File: src/hw/cread_pkg.sv
// constants for the serial flash continuous read engine
package cread_pkg;
   localparam logic [7:0] OP_READ_LEGACY = 8'he8;
   localparam logic [7:0] OP_READ_FASTEST = 8'h1b;
   localparam logic [7:0] OP_READ_FAST = 8'h0b;
   localparam logic [7:0] OP_READ_SLOW = 8'h03;
   localparam logic [2:0] DUMMY_LEGACY = 3'h4;
   localparam logic [2:0] DUMMY_FASTEST = 3'h2;
   localparam logic [2:0] DUMMY_FAST = 3'h1;
   localparam logic [2:0] DUMMY_SLOW = 3'h0;
   localparam int ADDR_BYTES = 3;
   localparam int PAGE_BITS = 12;
   localparam int BYTE_BITS_STD = 10;
   localparam int BYTE_BITS_BIN = 9;
   localparam logic [9:0] PAGE_LAST_STD = 10'h20f;
   localparam logic [9:0] PAGE_LAST_BIN = 10'h1ff;
   localparam logic [11:0] PAGE_LAST_ARRAY = 12'hfff;
   typedef enum logic [2:0] {
      ST_OPCODE = 3'b000,
      ST_ADDR = 3'b001,
      ST_DUMMY = 3'b010,
      ST_DATA = 3'b011,
      ST_IGNORE = 3'b100
   } phase_t;
endpackage

File: src/hw/cont_read.sv
// continuous main-array read engine, device side, sampling spi pins on clk
`timescale 1ns/1ps
`default_nettype none
// Operation
// - e8 read: three address, four dummy bytes
// - 528 page: 12 page, 10 byte bits
// - 512 page: 12 page, 9 byte bits
// - address counter advances, data streams continuously
// - 1b read: two dummy bytes
// - 0b read: one dummy byte
// - 03 read: data right after address
// - page end rolls into next page
// - array end wraps to first page
// - select rise ends read, output released
// - array read leaves sram buffers untouched
// - all shifting most significant bit first
// - select fall starts, opcode first byte
// - spi modes 0 and 3 supported
module cont_read
   import cread_pkg::*;
#(
   parameter int PAGE_W = PAGE_BITS,
   parameter int BYTE_W_STD = BYTE_BITS_STD,
   parameter int BYTE_W_BIN = BYTE_BITS_BIN
)
(
   input wire logic clk,
   input wire logic srst,
   input wire logic cs_n,
   input wire logic sck,
   input wire logic si,
   input wire logic page_512,
   output logic so,
   output logic so_oe,
   output logic [21:0] mem_addr,
   output logic mem_rd,
   input wire logic [7:0] mem_data
);
   phase_t phase_q;
   logic sck_q;
   logic cs_n_q;
   logic [2:0] bit_q;
   logic [7:0] shift_q;
   logic [1:0] abyte_q;
   logic [2:0] dummy_q;
   logic [23:0] addr_q;
   logic [7:0] out_q;
   logic rise;
   logic fall;
   logic active;
   logic byte_done;
   logic start_out;
   logic last_addr_byte;
   logic first_bit;
   logic [7:0] in_byte;

   // address fields are tied to the 22-bit memory port; other sizes cannot be served
   localparam bit SIZES_OK = (PAGE_W == PAGE_BITS) && (BYTE_W_STD == BYTE_BITS_STD)
      && (BYTE_W_BIN == BYTE_BITS_BIN);
   if (!SIZES_OK) begin : g_bad_size
      $error("address field sizes not supported");
   end

   // next linear address with page rollover and array wrap
   function automatic logic [21:0] next_addr(input logic [21:0] a, input logic bin);
      logic [11:0] pg;
      logic [9:0] by;
      // split the linear address into page and byte fields for the active size
      if (bin) begin
         pg = a[20:9];
         by = {1'b0, a[8:0]};
      end else begin
         pg = a[21:10];
         by = a[9:0];
      end
      if (by >= (bin ? PAGE_LAST_BIN : PAGE_LAST_STD)) begin
         by = 10'h000;
         pg = (pg == PAGE_LAST_ARRAY) ? 12'h000 : pg + 12'h001;
      end else begin
         by = by + 10'h001;
      end
      // binary size keeps bit 21 clear so the address stays within 21 bits
      if (bin) begin
         return {1'b0, pg, by[8:0]};
      end
      return {pg, by};
   endfunction

   // mask address bits above the active width
   function automatic logic [21:0] start_addr(input logic [23:0] a, input logic bin);
      if (bin) begin
         return {1'b0, a[20:0]};
      end
      return a[21:0];
   endfunction

   // edge detect on sampled pins; modes 0 and 3 both sample on rise
   // pins are taken as synchronous to clk, so no extra flops sit in the path
   assign rise = sck & ~sck_q & ~cs_n;
   assign fall = ~sck & sck_q & ~cs_n;
   assign active = ~cs_n & ~cs_n_q;
   assign in_byte = {shift_q[6:0], si};
   assign byte_done = rise & (bit_q == 3'h7);
   assign start_out = (phase_q == ST_DATA);
   // last address byte completes: fetch the start byte even if dummies follow
   assign last_addr_byte = byte_done && (phase_q == ST_ADDR) && (abyte_q == 2'(ADDR_BYTES - 1));
   // first bit of each output byte comes straight from the fetched word
   assign first_bit = fall && (bit_q == 3'h0);

   // pin history; cs_n_q idles high so reset never looks like a select edge
   always_ff @(posedge clk) begin
      if (srst) begin
         sck_q <= 1'b0;
         cs_n_q <= 1'b1;
      end else begin
         sck_q <= sck;
         cs_n_q <= cs_n;
      end
   end

   // bit counter and input shift register, cleared while deselected
   // the counter wraps every eight rises, marking the byte borders
   always_ff @(posedge clk) begin
      if (srst || cs_n) begin
         bit_q <= 3'h0;
         shift_q <= 8'h00;
      end else if (rise) begin
         bit_q <= bit_q + 3'h1;
         shift_q <= in_byte;
      end
   end

   // command phase sequencing; select rise aborts at once
   always_ff @(posedge clk) begin
      if (srst || cs_n) begin
         phase_q <= ST_OPCODE;
         abyte_q <= 2'h0;
         dummy_q <= 3'h0;
         addr_q <= 24'h000000;
      end else if (byte_done) begin
         unique case (phase_q)
            // opcode picks the dummy count; anything else is ignored till deselect
            ST_OPCODE: begin
               abyte_q <= 2'h0;
               phase_q <= ST_ADDR;
               unique case (in_byte)
                  OP_READ_LEGACY: dummy_q <= DUMMY_LEGACY;
                  OP_READ_FASTEST: dummy_q <= DUMMY_FASTEST;
                  OP_READ_FAST: dummy_q <= DUMMY_FAST;
                  OP_READ_SLOW: dummy_q <= DUMMY_SLOW;
                  default: phase_q <= ST_IGNORE;
               endcase
            end
            // address arrives high byte first
            ST_ADDR: begin
               addr_q <= {addr_q[15:0], in_byte};
               abyte_q <= abyte_q + 2'h1;
               if (abyte_q == 2'(ADDR_BYTES - 1)) begin
                  phase_q <= (dummy_q == 3'h0) ? ST_DATA : ST_DUMMY;
               end
            end
            // dummy bytes are only counted, their content is dropped
            ST_DUMMY: begin
               dummy_q <= dummy_q - 3'h1;
               if (dummy_q == 3'h1) begin
                  phase_q <= ST_DATA;
               end
            end
            // data and ignore phases last until select rises
            ST_DATA, ST_IGNORE: phase_q <= phase_q;
            default: phase_q <= ST_IGNORE;
         endcase
      end
   end

   // array fetch; memory returns mem_data the cycle after mem_rd, read-only path
   // one fetch per byte, issued at the byte's last rise; the array must answer before the next sck fall
   always_ff @(posedge clk) begin
      if (srst) begin
         mem_addr <= 22'h000000;
         mem_rd <= 1'b0;
      end else begin
         mem_rd <= 1'b0;
         if (last_addr_byte) begin
            mem_addr <= start_addr({addr_q[15:0], in_byte}, page_512);
            mem_rd <= 1'b1;
         end else if (byte_done && start_out) begin
            mem_addr <= next_addr(mem_addr, page_512);
            mem_rd <= 1'b1;
         end
      end
   end

   // output byte register, loaded as each byte starts shifting
   // the first bit bypasses out_q, so out_q only holds the remaining seven
   always_ff @(posedge clk) begin
      if (srst) begin
         out_q <= 8'h00;
      end else if (start_out && first_bit) begin
         out_q <= {mem_data[6:0], 1'b0};
      end else if (start_out && fall) begin
         out_q <= {out_q[6:0], 1'b0};
      end
   end

   // serial output driven on falling sck; released when select rises
   // enable drops one clk after select is seen high
   always_ff @(posedge clk) begin
      if (srst || !active) begin
         so <= 1'b0;
         so_oe <= 1'b0;
      end else if (start_out && fall) begin
         so_oe <= 1'b1;
         so <= first_bit ? mem_data[7] : out_q[7];
      end
   end
endmodule
`default_nettype wire

File: config.mk
export PLATFORM = sky130hd
export DESIGN_NAME = cont_read
export DESIGN_NICKNAME = d
export VERILOG_FILES = /design/src/hw/cread_pkg.sv /design/src/hw/cont_read.sv
export SDC_FILE = /design/constraint.sdc
export NUM_CORES = 1
export LEC_CHECK = 0
export ABC_CLOCK_PERIOD_IN_PS = 7600
export BUFFER_PORTS_ARGS = -buffer_cell sky130_fd_sc_hd__clkbuf_2
export CELL_PAD_IN_SITES_DETAIL_PLACEMENT = 1
export CELL_PAD_IN_SITES_GLOBAL_PLACEMENT = 1
export CORE_MARGIN = 2
export CORE_UTILIZATION = 40
export DETAILED_ROUTE_END_ITERATION = 12
export HOLD_SLACK_MARGIN = 0.03
export PLACE_DENSITY_LB_ADDON = 0.3
export SYNTH_ARGS = -nofsm -noshare
export SYNTH_HDL_FRONTEND = slang
export SYNTH_SLANG_ARGS = --single-unit
File: constraint.sdc
create_clock -name clk -period 7.6 [get_ports clk]
set_clock_uncertainty 0.2 [all_clocks]
set_input_delay 1.14 -clock clk [delete_from_list [all_inputs] [get_ports clk]]
set_output_delay 1.14 -clock clk [all_outputs]
set_load 0.005 [all_outputs]
==> results of run 1 <==
[synth_stat cells (3+ instances only)]
| cell | number | area share (%) |
|---|---|---|
| buf_2 | 5 | 0.63 |
| a22oi_1 | 12 | 2.3 |
| dfxtp_1 | 66 | 33 |
| nor4b_1 | 5 | 1.1 |
| nor2_1 | 55 | 5.2 |
| inv_1 | 12 | 1.1 |
| a211o_1 | 3 | 0.66 |
| and2_1 | 5 | 0.78 |
| xnor2_1 | 6 | 1.3 |
| and3_1 | 5 | 0.78 |
| a211oi_1 | 13 | 2.4 |
| nand4b_1 | 4 | 0.88 |
| o22ai_1 | 4 | 0.63 |
| nor3_1 | 16 | 2.0 |
| mux2i_1 | 21 | 5.3 |
| o221ai_1 | 7 | 1.5 |
| a21oi_1 | 35 | 4.4 |
| o31ai_1 | 4 | 0.75 |
| clkbuf_1 | 28 | 2.6 |
| a21boi_0 | 3 | 0.56 |
| o211ai_1 | 5 | 0.94 |
| buf_1 | 3 | 0.28 |
| nand2b_1 | 5 | 0.78 |
| a31oi_1 | 7 | 1.1 |
| ha_1 | 14 | 4.4 |
| or3_1 | 6 | 0.94 |
| o21ai_0 | 20 | 2.5 |
| nand4_1 | 13 | 2.0 |
| nor4_1 | 3 | 0.47 |
| a21o_1 | 4 | 0.75 |
| nand3_1 | 20 | 2.5 |
| or4_1 | 3 | 0.56 |
| or2_2 | 3 | 0.47 |
| nand2_1 | 43 | 4.0 |
| mux2_2 | 3 | 0.85 |
| nor2b_1 | 5 | 0.78 |
[final cells by class]
type / instances / area (µm²) / area share [%]
inverters: 13 / 48.80 / 1.096
well taps: 133 / 166.4 / 3.739
repair buffers: 44 / 235.2 / 5.285
clock inverters: 7 / 101.3 / 2.277
flip-flops and latches: 66 / 1321 / 29.69
clock buffers: 9 / 123.9 / 2.783
multi-input cells: 385 / 2454 / 55.13
[cell families after synthesis]
logic type	after synthesis
xor gates and xnor gates	6
DFF	66
buffers and inverters	53
adders and majority gates	14
AOI/OAI and AO/OA	137
and+or+nand+nor	204
muxes	24
[layer usage]
| layer | share of wire (%) | vias to the layer above | track usage, % | wire [µm] |
|---|---|---|---|---|
| li1 | - | 1895 | - | - |
| met1 | 48 | 1954 | 29.99 | 5660 |
| met2 | 47 | 67 | 37.08 | 5630 |
| met3 | 3.4 | 17 | 3.021 | 402 |
| met4 | 1.7 | 0 | 7.143 | 202 |
| met5 | 0 | - | 0 | 0 |
[per-stage QoR]
step	std cells	setup slack (ps)	hold WS (ps)	cell area, µm²
after floorplan	504	3613	195.6	3988
after global placement	641	3240	202.0	4225
after detailed placement	641	3063	219.9	4225
after CTS	657	3428	230.0	4451
after global routing	657	3101	257.8	4451
final	657	3380	223.1	4451
[path summary, 6_finish.rpt]
| path | startpoint | to | slack, ps | cells past startpoint |
|---|---|---|---|---|
| worst max register to register | bit_q[0] | mem_addr[14] | 4490 | 9 |
| worst min-delay path | cs_n_q | so | 220 | 1 |
| worst max-delay path | page_512 | mem_addr[15] | 3380 | 10 |
| worst min register to register | cs_n_q | so | 220 | 1 |
[power groups by stage]
stage | logic [mW] | registers (mW) | clock network [mW]
5_1_grt | 0.0363 | 0.351 | 0.363
6_report | 0.0326 | 0.350 | 0.346
3_5_place_dp | 0.0326 | 0.358 | 0
4_1_cts | 0.0328 | 0.350 | 0.348
3_3_place_gp | 0.0310 | 0.358 | 0
2_1_floorplan | 0.0222 | 0.358 | 0
[state kept, by name, indices dropped and copies added, names as in the netlist]
name and cells:
abyte_q 2, addr_q 14, bit_q 3, cs_n_q 1, dummy_q 3, mem_addr 22
mem_rd 1, out_q 7, phase_q 3, sck_q 1, shift_q 7, so 1
so_oe 1
==> metrics.cfg, run 1 <==
[run_status]
status = finished, final reports clean

[clock_tree]
numClockSinks = 66
clk_pin_slew_worst_paths_ps = 90
worstSkewPairLatency_ps = 360
post_cts_buffers = 0
root_buffer = clkbuf_8
cts_made_buffers = 9
cts_htree_levels = 3
cts_resized = 0
cts_buffer_depth = 2
cts_tree = yes
hold_buffers = 0

[finish]
final_cell_mix = 66 x dfxtp_1, 55 x nor2_1, 43 x nand2_1
drive_above_1_share_pct = 13.93
nets = 547
fillers = 1239
fin_util_pct = 45.74
area_growth_pct = 11.61
final_common_cell = dfxtp_1
antenna_cells = 0

[drt]
drc = 0
drt_pass1_iterations = 4
vias = 3933
drtIter0Drc = 159
via_per_inst = 5.986
drt_wl_total_mm = 11.90
ant_nets = 0
wl_per_cell_um = 18.11

[sta]
rsz0062_at_grt = false
tightest_slew_ps = 1008
fin_crit_sh_pct = 55.53
finalCriticalPeriod_ps = 4220
clock.fmax_ghz = 0.2369
final.setup.tns_ps = 0
max_slew_margin_pct = 32.68
hold_viol_final = 0
maxSlewViolCount = 0
finalSetupViolCount = 0

[power_and_ir_drop]
p_comb_share_pct = 4.5
power_frac_clock_pct = 47.4
report.power.total_uw = 728.2
peakVddDrop_mv = 0.09974
intPower_uw = 546.6
p_leak_nw = 1.612
powerDensity_nw_per_um2 = 163.6
pwr-share-seq_pct = 48.1
switching_power_uw = 181.7
switching_share_pct = 24.95

[critical_path]
max_stage_delay_ps = 530
arrival_ps = 4270
critPathTopFamily = buffers and inverters
cp-start-kind = primary input
critPathMaxFanout = 34
cp-end-kind = register
path_buf_inv = 3
cp_slowest_cell = clkbuf_2
cp.required_ps = 7650
critical_path.cell_chain = clkbuf_2 -> inv_1 -> ha_1 -> and3_1 -> a221oi_1 -> a21boi_2 -> buf_4 -> a31oi_1 -> a211oi_1 -> a221o_1
path_class = in -> reg

[synthesis]
synthCells = 504
syn_area_um2 = 3988
synth_edf_count = 0
avgSynthCellArea_um2 = 7.912
synthSimpleGateAreaFrac_pct = 26.45
synth_top_family_by_area = simple AND/OR/NAND/NOR gates
synth_mux_area_share_pct = 6.119
synth-xor-area-share_pct = 1.318
synth_seq_cells = 66
ys_seq_area_share_pct = 33.13
synth_cell_types = 66
synthArstFlopShare_pct = 0
syn_nets = 532
synthAdderAreaFrac_pct = 4.393
ys_warn_count = 0
synth_compound_area_share_pct = 23.00
ys.flop_type = dfxtp_1

[floorplanning]
num_io_pins = 39
coreArea_um2 = 9729
start_util_pct = 40.99
die_y_um = 103.8
core.rowCount = 36
die-area_um2 = 10780
die-width_um = 103.8

[place]
io_buffers = 38
gp_congestion = 0.8133
dp_hpwl_mm = 8.185

[grt]
grt_usage_pct = 22.33
grt_max_degree = 36
grt_pass1_vias = 3874
grt_pass1_wl_mm = 19.91
grt_overflow = 0
antenna_found_initial = 0

[run]
drv_cap = 0

[min_path]
hold_class = reg -> reg

No activity file was read; power rests on OpenSTA's default activity.
==> run 2, diff against run 1 <==
ABC_CLOCK_PERIOD_IN_PS = 4200   (was 7600)
clock period = 4.2 ns   (was 7.6 ns; I/O delays follow)
==> run 2 against run 1 <==
  * Die area stayed put
  * Non-clock buffer count is 3 higher
  * Register-to-register slack got worse by 3300 ps
  * Wire length increased by 3.0%
  * Flip-flop and latch count is the same
  * Core utilization is 0.32 points higher
  * Sequential power up 81%
  * Clock-buffer cell count increased by 2
  * Clock power up 88%
  * Cell area increased by 0.70%
  * Power rose by 85%
  * First-iteration DRC count increased by 62%
  * Critical path type unchanged
  * Critical endpoint is now mem_addr[19]
  * Highest routed layer unchanged
==> metrics.cfg, run 2 (synthesis gave the netlist of run 1 again) <==
[drt]
wl_met3_um = 534  ; was 402 µm
drt-met1-wl_mm = 5.545  ; was 5.660 mm
drt_pass1_iterations = 5  ; was 4
wl_per_cell_um = 18.56  ; was 18.11 µm
top_layer_used = met4  ; unchanged
via_per_inst = 6.094  ; was 5.986
drt_wl_total_mm = 12.25  ; was 11.90 mm
drc = 0  ; unchanged
wl_met2_mm = 6.013  ; was 5.630 mm
vias = 4022  ; was 3933
ant_nets = 0  ; unchanged
drtIter0Drc = 258  ; was 159

[critical_path]
startpoint = page_512  ; unchanged
reg2reg_depth = 6  ; was 9
reg2reg_from = bit_q[0]  ; unchanged
max_stage_delay_ps = 670  ; was 530 ps
cpMostUsedCell = nand4_1
arrival_ps = 3180  ; was 4270 ps
crit_end = mem_addr[19]  ; was mem_addr[15]
rr_endpoint = dummy_q[0]  ; was mem_addr[14]
cp-end-kind = register  ; unchanged
cp_slowest_cell = a21boi_2  ; was clkbuf_2
r2r_slack_ps = 1220  ; was 4490 ps
critPathMaxFanout = 19  ; was 34
critical_path.cell_chain = clkbuf_2 -> inv_1 -> ha_1 -> and3_1 -> nand4_1 -> a21boi_2 -> buf_4 -> nand4_1 -> o311a_1 -> o31a_1  ; was clkbuf_2 -> inv_1 -> ha_1 -> and3_1 -> a221oi_1 -> a21boi_2 -> buf_4 -> a31oi_1 -> a211oi_1 -> a221o_1
cp.required_ps = 4240  ; was 7650 ps
path_class = in -> reg  ; unchanged
cp-start-kind = primary input  ; unchanged

[floorplanning]
die-width_um = 103.8  ; unchanged
die_y_um = 103.8  ; unchanged
die-area_um2 = 10780  ; unchanged
core.rowCount = 36  ; unchanged
coreArea_um2 = 9729  ; unchanged
num_io_pins = 39  ; unchanged
start_util_pct = 40.99  ; unchanged

[sta]
max_slew_margin_pct = 25.76  ; was 32.68%
tightest_slew_ps = 1111  ; was 1008 ps
finalSetupViolCount = 0  ; unchanged
maxSlewViolCount = 0  ; unchanged
hold_viol_final = 0  ; unchanged
rsz0062_at_grt = false  ; unchanged
finalCriticalPeriod_ps = 3142
clock.fmax_ghz = 0.3183
fin_crit_sh_pct = 74.81
final.setup.tns_ps = 0  ; unchanged

[grt]
grt_usage_pct = 23.23  ; was 22.33%
grt_pass1_wl_mm = 20.63  ; was 19.91 mm
grt_pass1_vias = 4048  ; was 3874
antenna_found_initial = 0  ; unchanged
grt_overflow = 0  ; unchanged
grt_max_degree = 34  ; was 36

[finish]
area_growth_pct = 12.39  ; was 11.61%
top_register = mem_addr  ; unchanged
multi_input_area_um2 = 2454  ; unchanged
reg_top3 = mem_addr x22, addr_q x14  ; unchanged
drive_above_1_share_pct = 14.04  ; was 13.93%
nets = 550  ; was 547
regArea_um2 = 1321  ; unchanged
final_common_cell = dfxtp_1  ; unchanged
design_area_um2 = 4482  ; was 4451 µm²
final_cell_mix = 66 x dfxtp_1, 55 x nor2_1, 43 x nand2_1  ; unchanged
largest_reg_flops = 22  ; unchanged
antenna_cells = 0  ; unchanged
fillers = 1223  ; was 1239

[clock_tree]
worstSkewPairLatency_ps = 340  ; was 360 ps
hold_buffers = 0  ; unchanged
cts_buffer_depth = 2  ; unchanged
cts_made_buffers = 9  ; unchanged
cts_resized = 0  ; unchanged
post_cts_buffers = 0  ; unchanged
clk_pin_slew_worst_paths_ps = 80  ; was 90 ps
numClockSinks = 66  ; unchanged
root_buffer = clkbuf_8  ; unchanged
cts_tree = yes  ; unchanged
cts_htree_levels = 3  ; unchanged

[power_and_ir_drop]
p_leak_nw = 1.632  ; was 1.612 nW
peakVddDrop_mv = 0.2298  ; was 0.09974 mV
powerDensity_nw_per_um2 = 299.9  ; was 163.6 nW/µm²

[place]
dp_hpwl_mm = 8.541  ; was 8.185 mm
io_buffers = 38  ; unchanged
placed_area_um2 = 4248  ; was 4225 µm²
gp_congestion = 0.8617  ; was 0.8133

[run]
drv_cap = 0  ; unchanged

[run_status]
status = finished, final reports clean  ; unchanged

[min_path]
hold_class = reg -> reg  ; unchanged

[run 2: cell types whose count changed in the layout (fill, tap and decap cells not counted)]
| cell | delta |
|---|---|
| inv_6 | -2 |
| clkinv_4 | -1 |
| clkbuf_1 | +2 |
| clkinvlp_4 | -1 |
| bufinv_16 | +1 |
| clkinv_2 | +1 |
| buf_4 | +3 |
[run 2: cell type report]
cell class / instances / area share, %
Multi-Input combinational cell: 385 / 54.75
Sequential cell: 66 / 29.48
Timing Repair Buffer: 47 / 5.751
Tap cell: 133 / 3.713
Clock buffer: 11 / 2.931
Clock inverter: 5 / 2.289
Inverter: 13 / 1.089
[run 2: where the power goes]
part | leakage [nW] | internal [mW] | switching [mW]
clock network | 0.114 | 0.394 | 0.255
logic | 0.986 | 0.0227 | 0.0388
registers | 0.532 | 0.629 | 0.00476
[run 2: how the worst min path moves through the flow]
stage | from | endpoint | cells after the start
4_1_cts | cs_n_q | so_oe | 1
5_1_grt | cs_n_q | so_oe | 1
6_report | cs_n_q | so_oe | 1
3_5_place_dp | cs_n_q | so_oe | 1
3_3_place_gp | cs_n_q | so_oe | 1
2_1_floorplan | cs_n_q | so_oe | 1
[run 2: per-stage QoR]
stage	util, %	instances	setup WS, ps	power [mW]	hold slack [ps]
CTS	46.06	660	1073	1.351	220.0
global placement	43.66	644	848.7	0.7068	206.1
floorplan	-	504	722.9	0.6871	195.6
global route	46.06	660	846.3	1.387	255.2
detailed placement	43.66	644	705.2	0.7098	210.9
finish	46.06	660	1058	1.344	216.9
[run 2: metal layers]
layer / GRT usage [%] / up-vias
met5: 0 / -
met4: 6.757 / 0
met3: 3.713 / 15
met2: 39.94 / 100
met1: 29.96 / 2002
li1: - / 1905
[run 2: worst max-delay path, delay by kind of cell]
kind,cells,cell delay [ps]
AND/OR/NAND/NOR,3,530
buffers and inverters,3,560
AO/OA/AOI/OAI,3,1100
adder cells (fa/ha/maj),1,370
